`config.mk`:
```
export PLATFORM = sky130hd
export DESIGN_NAME = poc_output_ctrl
export DESIGN_NICKNAME = d
export VERILOG_FILES = /design/src/poc_pkg.sv /design/src/poc_output_ctrl.sv /design/src/poc_fifo.sv
export SDC_FILE = /design/constraint.sdc
export NUM_CORES = 1
export LEC_CHECK = 0
export ABC_AREA = 0
export BUFFER_PORTS_ARGS = -buffer_cell sky130_fd_sc_hd__buf_4
export CAP_MARGIN = 20
export CORE_AREA = 5 5 211 295
export CTS_BUF_LIST = sky130_fd_sc_hd__clkbuf_8 sky130_fd_sc_hd__clkbuf_16
export CTS_CLUSTER_SIZE = 16
export DETAILED_ROUTE_END_ITERATION = 8
export DIE_AREA = 0 0 216 300
export SYNTH_ARGS = -nofsm -noshare
export SYNTH_HDL_FRONTEND = slang
export SYNTH_HIERARCHICAL = 1
export SYNTH_SLANG_ARGS = --single-unit
```
`constraint.sdc`:
```
create_clock -name clk_in -period 4.45 [get_ports clk_in]
set_input_delay 0.445 -clock clk_in [delete_from_list [all_inputs] [get_ports clk_in]]
set_output_delay 0.445 -clock clk_in [all_outputs]
set_load 0.02 [all_outputs]
```
`src/poc_pkg.sv`:
```
// constants, types and correction function for the converter output control block
package poc_pkg;

  // ***************************************************************
  // timing and widths
  // ***************************************************************
  localparam int POC_CLK_MHZ = 40;
  localparam int POC_WORD_W = 10;
  localparam int POC_STAGES = 9;
  localparam int POC_CODE_W = 2 * POC_STAGES;
  localparam int POC_LATENCY = 5;
  localparam int POC_SYNC_DEPTH = 2;
  localparam int POC_ALIGN_DEPTH = POC_LATENCY - POC_SYNC_DEPTH;
  localparam int POC_FIFO_DEPTH = 32;

  // ***************************************************************
  // register map (byte addresses) and fields
  // ***************************************************************
  localparam logic [3:0] POC_CTRL_OFS = 4'h0;
  localparam logic [3:0] POC_STATUS_OFS = 4'h4;
  localparam logic [3:0] POC_DATA_OFS = 4'h8;
  localparam int POC_CTRL_SLEEP_BIT = 0;
  localparam int POC_CTRL_CAPTURE_BIT = 1;
  localparam int POC_CTRL_TWOS_BIT = 2;
  localparam int POC_ST_ASLEEP_BIT = 0;
  localparam int POC_ST_SPAN_BIT = 1;
  localparam int POC_ST_EXTREF_BIT = 2;
  localparam int POC_ST_OVERRUN_BIT = 3;
  localparam int POC_ST_EMPTY_BIT = 4;
  localparam int POC_ST_FULL_BIT = 5;
  localparam int POC_ST_LEVEL_LSB = 8;
  localparam int POC_DATA_VALID_BIT = 31;
  localparam logic [2:0] POC_CTRL_RESET = 3'h0;

  // ***************************************************************
  // codes
  // ***************************************************************
  localparam logic [1:0] POC_STAGE_BAD = 2'h3;
  localparam logic [1:0] POC_STAGE_TOP = 2'h2;
  localparam logic [POC_CODE_W-1:0] POC_MID_CODES = 18'h1_5556;
  localparam logic [POC_WORD_W-1:0] POC_MID_WORD = 10'h200;

  typedef enum logic [1:0]
  {
    POC_BUS_IDLE = 2'b01,
    POC_BUS_ACK = 2'b10
  } poc_bus_state_t;

  // 1.5-bit stages overlap by one bit; the redundancy absorbs comparator
  // offsets so adding the shifted decisions leaves no missing codes
  function automatic logic [POC_WORD_W-1:0] poc_correct(input logic [POC_CODE_W-1:0] codes);
    logic [POC_WORD_W:0] sum;
    logic [1:0] d;
    sum = '0;
    for (int k = 0; k < POC_STAGES - 1; k++)
    begin
      d = codes[POC_CODE_W-1-2*k -: 2];
      if (d == POC_STAGE_BAD)
        d = POC_STAGE_TOP;
      sum = sum + ((POC_WORD_W+1)'(d) << (POC_STAGES - 1 - k));
    end
    sum = sum + (POC_WORD_W+1)'(codes[1:0]);
    poc_correct = sum[POC_WORD_W-1:0];
  endfunction : poc_correct

endpackage : poc_pkg

```
`src/poc_output_ctrl.sv`:
```
// converter digital side: correction pipeline, output pins, straps, avalon registers
//
// Added by the designer: the address map and the Avalon-MM slave port.
`timescale 1ns/100ps
// Function
// output enable high floats all ten bits
// undriven output enable reads as low
// sleep request high shuts the converter down
// span strap high 2V, low 1V
// reference strap high external, low internal
// pin bit 1 msb, bit 10 lsb
// word appears five clocks after its sample
// output word updates on rising clock edge
// nine stages merged by error correction
// sample taken on rising convert clock edge
// straight offset binary, msb flip gives twos
// undriven straps read high via pull-ups
// receiver drops words until latency elapsed
// receiver latches between successive rising edges
module poc_output_ctrl
  import poc_pkg::*;
#(
  parameter int FIFO_DEPTH = POC_FIFO_DEPTH
)
(
  input wire logic clk_in,
  input wire logic reset_n_in,
  input wire logic [POC_CODE_W-1:0] stage_code_in,
  input wire logic oe_n_in,
  input wire logic oe_n_driven_in,
  input wire logic sleep_request_in,
  input wire logic input_span_select_in,
  input wire logic input_span_select_driven_in,
  input wire logic reference_source_select_in,
  input wire logic reference_source_select_driven_in,
  output logic [1:POC_WORD_W] sample_word_out,
  output logic [1:POC_WORD_W] sample_word_oe_out,
  output logic span_2v_out,
  output logic ext_ref_out,
  output logic shutdown_out,
  input wire logic [3:0] avs_address_in,
  input wire logic avs_read_in,
  input wire logic avs_write_in,
  input wire logic [31:0] avs_writedata_in,
  input wire logic [3:0] avs_byteenable_in,
  output logic [31:0] avs_readdata_out,
  output logic avs_waitrequest_out
);

  localparam int LW = $clog2(FIFO_DEPTH) + 1;

  // ***************************************************************
  // pin synchronisers: first stage is read by the second only
  // ***************************************************************
  logic [POC_CODE_W-1:0] code_s1_ff;
  logic [POC_CODE_W-1:0] code_s2_ff;
  logic [4:0] pin_s1_ff;
  logic [4:0] pin_s2_ff;
  logic run_ff;
  wire logic [4:0] pin_raw = {oe_n_in, oe_n_driven_in, input_span_select_in,
                               input_span_select_driven_in, sleep_request_in};
  wire logic oe_n_sync = pin_s2_ff[4];
  wire logic oe_drv_sync = pin_s2_ff[3];
  wire logic span_sync = pin_s2_ff[2];
  wire logic span_drv_sync = pin_s2_ff[1];
  wire logic sleep_sync = pin_s2_ff[0];
  logic [1:0] ref_s1_ff;
  logic [1:0] ref_s2_ff;

  always_ff @(posedge clk_in or negedge reset_n_in)
  begin
    if (!reset_n_in)
    begin
      pin_s1_ff <= '0;
      pin_s2_ff <= '0;
      ref_s1_ff <= '0;
      ref_s2_ff <= '0;
    end
    else
    begin
      pin_s1_ff <= pin_raw;
      pin_s2_ff <= pin_s1_ff;
      ref_s1_ff <= {reference_source_select_in, reference_source_select_driven_in};
      ref_s2_ff <= ref_s1_ff;
    end
  end

  // ***************************************************************
  // strap and control decode
  // ***************************************************************
  logic [2:0] ctrl_ff;
  wire logic oe_n_eff = oe_drv_sync ? oe_n_sync : 1'b0;
  wire logic span_eff = span_drv_sync ? span_sync : 1'b1;
  wire logic ref_eff = ref_s2_ff[0] ? ref_s2_ff[1] : 1'b1;
  wire logic nxt_shutdown = sleep_sync || ctrl_ff[POC_CTRL_SLEEP_BIT];

  assign span_2v_out = span_eff;
  assign ext_ref_out = ref_eff;
  assign shutdown_out = !run_ff;

  // ***************************************************************
  // sampling and correction pipeline; frozen while shut down
  // ***************************************************************
  logic [POC_WORD_W-1:0] align_ff [POC_ALIGN_DEPTH];
  wire logic [POC_WORD_W-1:0] corrected = poc_correct(code_s2_ff);
  wire logic [POC_WORD_W-1:0] out_word = align_ff[POC_ALIGN_DEPTH-1];

  always_ff @(posedge clk_in or negedge reset_n_in)
  begin
    if (!reset_n_in)
    begin
      run_ff <= 1'b0;
      code_s1_ff <= '0;
      code_s2_ff <= '0;
    end
    else
    begin
      run_ff <= !nxt_shutdown;
      if (run_ff)
      begin
        code_s1_ff <= stage_code_in;
        code_s2_ff <= code_s1_ff;
      end
    end
  end

  // the delay line pads the sync and correction cycles out to five
  for (genvar i = 0; i < POC_ALIGN_DEPTH; i++)
  begin : g_align
    wire logic [POC_WORD_W-1:0] src = (i == 0) ? corrected : align_ff[(i == 0) ? 0 : i-1];
    always_ff @(posedge clk_in or negedge reset_n_in)
    begin
      if (!reset_n_in)
        align_ff[i] <= '0;
      else if (run_ff)
        align_ff[i] <= src;
    end
  end

  // ascending pin vector puts the msb on bit 1
  assign sample_word_out = out_word;
  assign sample_word_oe_out = {POC_WORD_W{!oe_n_eff}};

  // ***************************************************************
  // capture fifo; full drops the captured word and flags an overrun
  // ***************************************************************
  logic fifo_in_ready;
  logic fifo_out_valid;
  logic [POC_WORD_W-1:0] fifo_out_data;
  logic [LW-1:0] fifo_level;
  logic overrun_ff;
  logic fifo_pop;
  wire logic cap_valid = run_ff && ctrl_ff[POC_CTRL_CAPTURE_BIT];
  wire logic cap_lost = cap_valid && !fifo_in_ready;

  poc_fifo #(.WIDTH(POC_WORD_W), .DEPTH(FIFO_DEPTH)) u_fifo
  (
    .clk_in(clk_in),
    .reset_n_in(reset_n_in),
    .in_valid_in(cap_valid),
    .in_ready_out(fifo_in_ready),
    .in_data_in(out_word),
    .out_valid_out(fifo_out_valid),
    .out_ready_in(fifo_pop),
    .out_data_out(fifo_out_data),
    .level_out(fifo_level)
  );

  // ***************************************************************
  // avalon slave: one wait cycle, then the accepting edge
  // ***************************************************************
  poc_bus_state_t bus_ff;
  poc_bus_state_t nxt_bus;
  logic [31:0] rdata_ff;
  wire logic req = avs_read_in || avs_write_in;
  wire logic accept = req && (bus_ff == POC_BUS_ACK);
  wire logic sel_ctrl = (avs_address_in == POC_CTRL_OFS);
  wire logic sel_status = (avs_address_in == POC_STATUS_OFS);
  wire logic sel_data = (avs_address_in == POC_DATA_OFS);
  wire logic wr_ctrl = accept && avs_write_in && sel_ctrl && avs_byteenable_in[0];
  wire logic wr_status = accept && avs_write_in && sel_status && avs_byteenable_in[0];
  wire logic ovr_clear = wr_status && avs_writedata_in[POC_ST_OVERRUN_BIT];
  wire logic [POC_WORD_W-1:0] fifo_word = ctrl_ff[POC_CTRL_TWOS_BIT]
                                        ? {~fifo_out_data[POC_WORD_W-1], fifo_out_data[POC_WORD_W-2:0]}
                                        : fifo_out_data;
  wire logic [31:0] status_word = {{(32-POC_ST_LEVEL_LSB-LW){1'b0}}, fifo_level, 2'h0,
                                   !fifo_in_ready, !fifo_out_valid, overrun_ff,
                                   ref_eff, span_eff, !run_ff};
  wire logic [31:0] data_word = {fifo_out_valid, {(31-POC_WORD_W){1'b0}}, fifo_word};
  wire logic [31:0] rd_mux = sel_ctrl ? {29'h0, ctrl_ff}
                           : sel_status ? status_word
                           : sel_data ? data_word
                           : 32'h0000_0000;

  assign fifo_pop = accept && avs_read_in && sel_data;
  assign avs_waitrequest_out = req && (bus_ff == POC_BUS_IDLE);
  assign avs_readdata_out = rdata_ff;

  always_comb
  begin
    case (bus_ff)
      POC_BUS_IDLE: nxt_bus = req ? POC_BUS_ACK : POC_BUS_IDLE;
      POC_BUS_ACK: nxt_bus = POC_BUS_IDLE;
      default: nxt_bus = POC_BUS_IDLE;
    endcase
  end

  // readdata loads in the wait cycle so it stands at the accepting edge
  always_ff @(posedge clk_in or negedge reset_n_in)
  begin
    if (!reset_n_in)
    begin
      bus_ff <= POC_BUS_IDLE;
      rdata_ff <= '0;
    end
    else
    begin
      bus_ff <= nxt_bus;
      if (req && bus_ff == POC_BUS_IDLE)
        rdata_ff <= avs_read_in ? rd_mux : '0;
    end
  end

  always_ff @(posedge clk_in or negedge reset_n_in)
  begin
    if (!reset_n_in)
      ctrl_ff <= POC_CTRL_RESET;
    else if (wr_ctrl)
      ctrl_ff <= avs_writedata_in[2:0];
  end

  // a lost word in the clearing cycle keeps the flag set
  always_ff @(posedge clk_in or negedge reset_n_in)
  begin
    if (!reset_n_in)
      overrun_ff <= 1'b0;
    else if (cap_lost)
      overrun_ff <= 1'b1;
    else if (ovr_clear)
      overrun_ff <= 1'b0;
  end
endmodule : poc_output_ctrl

```
`src/poc_fifo.sv`:
```
// sample word fifo with valid/ready on both sides
`timescale 1ns/100ps
module poc_fifo
  import poc_pkg::*;
#(
  parameter int WIDTH = POC_WORD_W,
  parameter int DEPTH = POC_FIFO_DEPTH
)
(
  input wire logic clk_in,
  input wire logic reset_n_in,
  input wire logic in_valid_in,
  output logic in_ready_out,
  input wire logic [WIDTH-1:0] in_data_in,
  output logic out_valid_out,
  input wire logic out_ready_in,
  output logic [WIDTH-1:0] out_data_out,
  output logic [$clog2(DEPTH):0] level_out
);

  localparam int AW = $clog2(DEPTH);

  logic [WIDTH-1:0] mem_ff [DEPTH];
  logic [AW:0] wr_ptr_ff;
  logic [AW:0] rd_ptr_ff;
  wire logic full = (wr_ptr_ff[AW] != rd_ptr_ff[AW]) && (wr_ptr_ff[AW-1:0] == rd_ptr_ff[AW-1:0]);
  wire logic empty = (wr_ptr_ff == rd_ptr_ff);
  wire logic push = in_valid_in && !full;
  wire logic pop = out_ready_in && !empty;

  assign in_ready_out = !full;
  assign out_valid_out = !empty;
  assign out_data_out = mem_ff[rd_ptr_ff[AW-1:0]];
  assign level_out = wr_ptr_ff - rd_ptr_ff;

  // ***************************************************************
  // storage: no reset on the array keeps it mappable to ram
  // ***************************************************************
  always_ff @(posedge clk_in)
  begin
    if (push)
      mem_ff[wr_ptr_ff[AW-1:0]] <= in_data_in;
  end

  always_ff @(posedge clk_in or negedge reset_n_in)
  begin
    if (!reset_n_in)
    begin
      wr_ptr_ff <= '0;
      rd_ptr_ff <= '0;
    end
    else
    begin
      if (push)
        wr_ptr_ff <= wr_ptr_ff + 1'b1;
      if (pop)
        rd_ptr_ff <= rd_ptr_ff + 1'b1;
    end
  end

endmodule : poc_fifo

```
== Yosys cells after proc, flatten, opt, wreduce, memory -nomap -nowiden ==
Memory sizes are Yosys's and may differ from the RTL's.
Index checks and enable logic that the tools add are counted.

* Bits in registers: 131
* RAM bits: 320
* Bits of input ports: 69
* Output and inout bits: 56
* Word-level logic and storage cells: 90
* Memories kept: 1

{| class="wikitable"
|+ Memory list
! name !! words !! bits a word !! rd ports !! clocked after memory_dff !! wr ports !! line !! RTL
|-
| u_fifo.mem_ff || 32 || 10 || 1 || 0 || 1 || poc_fifo.sv:23 || <nowiki>logic [WIDTH-1:0] mem_ff [DEPTH];</nowiki>
|}

* Add/sub/neg operators: 11
* Equality and inequality tests: 15
* Multiplexer cells: 22
* Bitwise logic cells: 1
* Reduce and logical (&&, ||, !) cells: 24

{| class="wikitable"
|+ Operators by type and width
! cell !! count
|-
| $mux 32 || 4
|-
| $mux 2 || 10
|-
| $eq 2x2->1 const B || 9
|-
| $logic_and 1x1->1 || 15
|-
| $add 6x1->6 const B || 2
|-
| $add 10x2->10 || 1
|-
| $add 10x3->10 || 1
|-
| $add 10x4->10 || 1
|-
| $add 10x5->10 || 1
|-
| $add 10x6->10 || 1
|-
| $add 10x7->10 || 1
|-
| $add 10x8->10 || 1
|-
| $add 10x9->10 || 1
|-
| $mux 10 || 1
|-
| $mux 1 || 7
|-
| $eq 6x6->1 || 1
|-
| $sub 6x6->6 || 1
|-
| $eq 5x5->1 || 1
|-
| $logic_not 1->1 || 5
|-
| $eq 4x3->1 const B || 1
|-
| $eq 4x4->1 const B || 1
|-
| $logic_not 4->1 || 1
|-
| $eq 2x1->1 const B || 1
|-
| $logic_or 1x1->1 || 2
|-
| 3 further kinds || 3
|}

== Logic depth before layout (Yosys ltp) ==
* Depth after elaboration: 10
* Gate-level depth with buffers: 11

== Cells and area by module ==
Netlist, hierarchy kept.

{| class="wikitable"
|+ Modules (own cells, without submodules)
! module !! times used !! cells an instance !! area an instance (um^2) !! sequential area each (um^2)
|-
| poc_fifo || 1 || 663 || 13160.1 || 9909.5
|-
| poc_output_ctrl || 1 || 332 || 4398.0 || 2553.7
|}

== Worst setup path after synthesis ==
Ideal clock, no wire load.

* Kind: register to register
* From: register u_fifo.rd_ptr_ff[1]
* To: memory u_fifo/mem_ff[10][0] (netlist bit) (enable)
* Setup time: 0.376 ns
* Arrival time: 2.692 ns
* Required time: 4.074 ns
* Slack: 1.382 ns
* Cell stages (with the launch flop): 10
* Cell sequence: dfrtp_1 -> buf_4 -> buf_4 -> clkbuf_1 -> inv_1 -> ha_1 -> and4_1 -> a31oi_2 -> nand2_1 -> nor2_1

* Cells in the longest elaborated chain, start to end: 6

{| class="wikitable"
|+ Ends and longest elaborated chain
! element !! line !! RTL
|-
| start: declaration || poc_fifo.sv:25 || <nowiki>logic [AW:0] rd_ptr_ff;</nowiki>
|-
| start signal: assignment || poc_fifo.sv:57 || <nowiki>rd_ptr_ff <= rd_ptr_ff + 1'b1;</nowiki>
|-
| $eq 5x5->1 || poc_fifo.sv:26 || <nowiki>wire logic full = (wr_ptr_ff[AW] != rd_ptr_ff[AW]) && (wr_ptr_ff[AW-1:0] == rd_ptr_ff[AW-1:0]);</nowiki>
|-
| $logic_and 1x1->1 || poc_fifo.sv:26 ||
|-
| $logic_not 1->1 || poc_fifo.sv:28 || <nowiki>wire logic push = in_valid_in && !full;</nowiki>
|-
| $logic_and 1x1->1 || poc_fifo.sv:28 ||
|-
| $mux 1 || poc_fifo.sv:41 || <nowiki>if (push)</nowiki>
|-
| $mux 1 (not written as such) || poc_fifo.sv:42 || <nowiki>mem_ff[wr_ptr_ff[AW-1:0]] <= in_data_in;</nowiki>
|-
| end: declaration || poc_fifo.sv:23 ||
|}

Every way passes these cells.

== Worst setup path after layout ==
* From: register u_fifo.rd_ptr_ff[0]
* To: memory u_fifo/mem_ff[17][6] (netlist bit) (enable)

Same word-level chain as after synthesis.

==> key figures <==
STA
  • Final setup violation count: 0
  • Max-slew violation count: 0
  • Setup_tns: 0 ps
  • Setup Skew: 19.3 ps
  • Minimum clock period: 3210 ps
  • Maximum clock rate: 312 MHz
  • Tcrit/Tclk final: 0.721
  • Final hold violation count: 0
  • Max-slew headroom: 0.267
  • RSZ-0062 raised after global routing: false
  • Slew @ Worst Pin: 1090 ps

Route
  • Routed len/inst: 19.9 µm
  • Initial drt markers: 496
  • DRT Wirelength: 38100 µm
  • Via density: 4.71
  • ANT nets after route: 0
  • DR pass1 iterations: 7
  • DRC Markers: 0
  • Vias: 9021

Synthesis
  • Gate Count Post-Synth: 995
  • Seq cells post-synth: 434
  • Top cells by count, synth: edfxtp_1, dfrtp_1, mux2_2
  • Area leader, netlist: edfxtp_1
  • Unique cell type count in the Yosys netlist: 62
  • Post-synthesis sequential area ratio: 0.710
  • Area share of the largest cell type after synthesis: 0.547
  • Top post-synthesis cells by area: edfxtp_1, dfrtp_1, mux4_2
  • Synth warn: 6
  • FFs w/ async S/R, synth: 0.263
  • Synth Cell Area: 17600 µm²
  • Most used DFF post-synth: edfxtp_1
  • Cell with the most instances after synthesis: edfxtp_1
  • EDFF count, synth: 320
  • Syn_area_per_cell: 17.6 µm²

Critical path
  • Crit path to: u_fifo/mem_ff[17][6]
  • Crit path arrival time: 3450 ps
  • Worst-path maximum fanout: 17
  • Reg2reg setup slack: 1240 ps
  • Worst path required time: 4700 ps
  • Crit path from: u_fifo/rd_ptr_ff[0]
  • Worst path bufs/invs: 3
  • CP delay by family, top: simple AND/OR/NAND/NOR gates
  • CP max-delay cell: dfrtp_4
  • Number of stages on the worst setup path: 8
  • Slowest cell delay on critical path: 660 ps
  • CP startpoint kind: flip-flop
  • WS Path Type: flip-flop to flip-flop
  • Reg2reg end: u_fifo/mem_ff[17][6]
  • CP cell instances: buf_4, ha_1, and4_1, a31oi_2, buf_4, nand2_1, nor2_1, buf_4
  • CP Capture Type: flip-flop
  • Most used cell, CP: buf_4
  • Reg2reg start: u_fifo/rd_ptr_ff[0]
  • R2R cell count: 8

Outcome
  • Status: complete, no violations

Floorplan
  • Die height: 300 µm
  • Core area: 59300 µm²
  • Cell Rows: 106
  • Die W: 216 µm
  • Initial Util: 0.296
  • Die area: 64800 µm²
  • Io pins: 125

Global route
  • Vias in the first global route: 9535
  • First-pass GRT wire length: 58000 µm
  • Total global-route track usage: 0.116
  • Total gr overflow: 0
  • Initial antenna violation count: 0
  • Largest net degree at the start of global routing: 76

Clock tree
  • H-tree Lvls: 2
  • TritonCTS Sinks: 434
  • Clock Tree Root: clkbuf_16
  • CTS resizes: 0
  • CTS tree: done
  • Clk_lat worst skew: 540 ps
  • Longest Clk Path Bufs: 3
  • Setup bufs post-CTS: 0
  • Clk slew on worst S/H paths: 70 ps
  • Cts bufs inserted: 40
  • CTS Hold Bufs: 7

Finish
  • Layout cells sized above 1: 0.291
  • Area growth syn-to-layout: 16.8%
  • Fillers: 5540
  • Final net count: 1217
  • Diode count: 0

Power
  • Worst vdd ir: 304 µV
  • Total Power: 11.3 mW
  • Cell leakage power: 7.21 nW
  • PwrDens: 550 nW/µm²

Min path
  • Hold WC Path Type: input pin to flip-flop

Placement
  • Detail Placement HPWL: 25100 µm
  • Placer Congestion: 0.797
  • Port bufs: 76

Flow run
  • Max-Cap Viols: 0
-- power by group --
group	switching [mW]	internal, mW
clock network	1.46	1.82
registers	0.321	5.06
logic	1.50	1.12
total	3.28	8.00
-- metrics by stage --
stage / hold WS [ps] / area [µm²] / worst slack [ps] / utilization / std cells
2_1_floorplan: 149 / 17600 / 1380 / - / 1011
3_3_place_gp: 334 / 19100 / 1220 / 0.323 / 1832
3_5_place_dp: 335 / 19100 / 1200 / 0.323 / 1832
4_1_cts: 80.8 / 20400 / 1180 / 0.345 / 1911
5_1_grt: 106 / 20500 / 1010 / 0.346 / 1914
6_report: 130 / 20500 / 1240 / 0.346 / 1914
-- placed cells by master, fill, tap and decap left out, types with 4 or more instances in the layout --
cell type        n
nor2b_1         12
and3_1           7
a22o_1          19
dlygate4sd3_1    8
nand3_1          8
nand3b_1         6
o211ai_1         4
nand2b_1         5
ha_1            18
nand4_1          6
o22ai_1         16
clkinv_2         8
nand2_1         37
mux2_2          64
a31oi_1          9
nor2_1          49
a21oi_1         13
a2111oi_1        8
o21ai_1          7
a22oi_1         11
xor2_1           5
conb_1          17
clkbuf_16       42
dfrtp_1        110
clkinv_1         5
mux4_2          58
edfxtp_1       320
mux2i_1         38
inv_1           23
o21ai_0         13
buf_4          139
xnor2_1         14
-- how the worst min path moves through the flow --
| stage | slack, ps | cells past startpoint | from | end |
|---|---|---|---|---|
| 2_1_floorplan | 150 | 0 | reset_n_in | avs_readdata_out[0] |
| 3_3_place_gp | 330 | 0 | ref_s1_ff[1] | ref_s2_ff[1] |
| 3_5_place_dp | 330 | 0 | ref_s1_ff[0] | ref_s2_ff[0] |
| 4_1_cts | 80 | 1 | reset_n_in | code_s1_ff[15] |
| 5_1_grt | 110 | 2 | stage_code_in[15] | code_s1_ff[15] |
| 6_report | 130 | 2 | stage_code_in[15] | code_s1_ff[15] |
-- cell type report --
class / count / area [µm²] / area share
flip-flops and latches: 434 / 12500 / 0.608
multi-input cells: 485 / 4580 / 0.223
repair buffers: 150 / 1200 / 0.0584
clock buffers: 45 / 1090 / 0.0532
well taps: 756 / 946 / 0.0461
clock inverters: 27 / 164 / 0.00799
inverters: 17 / 63.8 / 0.00311
-- sequential cells by signal (all words and copies together), names as in the netlist --
name / flops
u_fifo/mem_ff: 320
g_align.src: 20
code_s1_ff: 18
code_s2_ff: 18
avs_readdata_out: 15
sample_word_out: 10
u_fifo/rd_ptr_ff: 6
u_fifo/wr_ptr_ff: 6
pin_s1_ff: 5
pin_s2_ff: 5
ctrl_ff: 3
bus_ff: 2
ref_s1_ff: 2
ref_s2_ff: 2
overrun_ff: 1
run_ff: 1
-- routing by layer --
layer | up-vias | track usage | part of all wire | routed length [µm]
met5 | - | 0 | 0 | 0
met4 | 0 | 0.0509 | 0.042 | 1590
met3 | 69 | 0.0144 | 0.030 | 1160
met2 | 162 | 0.220 | 0.55 | 21000
met1 | 4683 | 0.130 | 0.38 | 14400
li1 | 4107 | - | - | -
-- kinds of logic (layout without fill, tap and decap cells) --
| family | after synthesis | count (layout) | synth area share |
|---|---|---|---|
| AND/OR/NAND/NOR | 143 | 143 | 0.0408 |
| multiplexers | 163 | 163 | 0.142 |
| other | 1 | 17 | 0.000214 |
| flip-flops | 434 | 434 | 0.710 |
| buffers and inverters | 92 | 239 | 0.0329 |
| adder cells (fa/ha/maj) | 20 | 20 | 0.0151 |
| XOR/XNOR | 19 | 19 | 0.00948 |
| AO/OA/AOI/OAI | 123 | 123 | 0.0501 |
No activity file was read; power rests on OpenSTA's default activity.
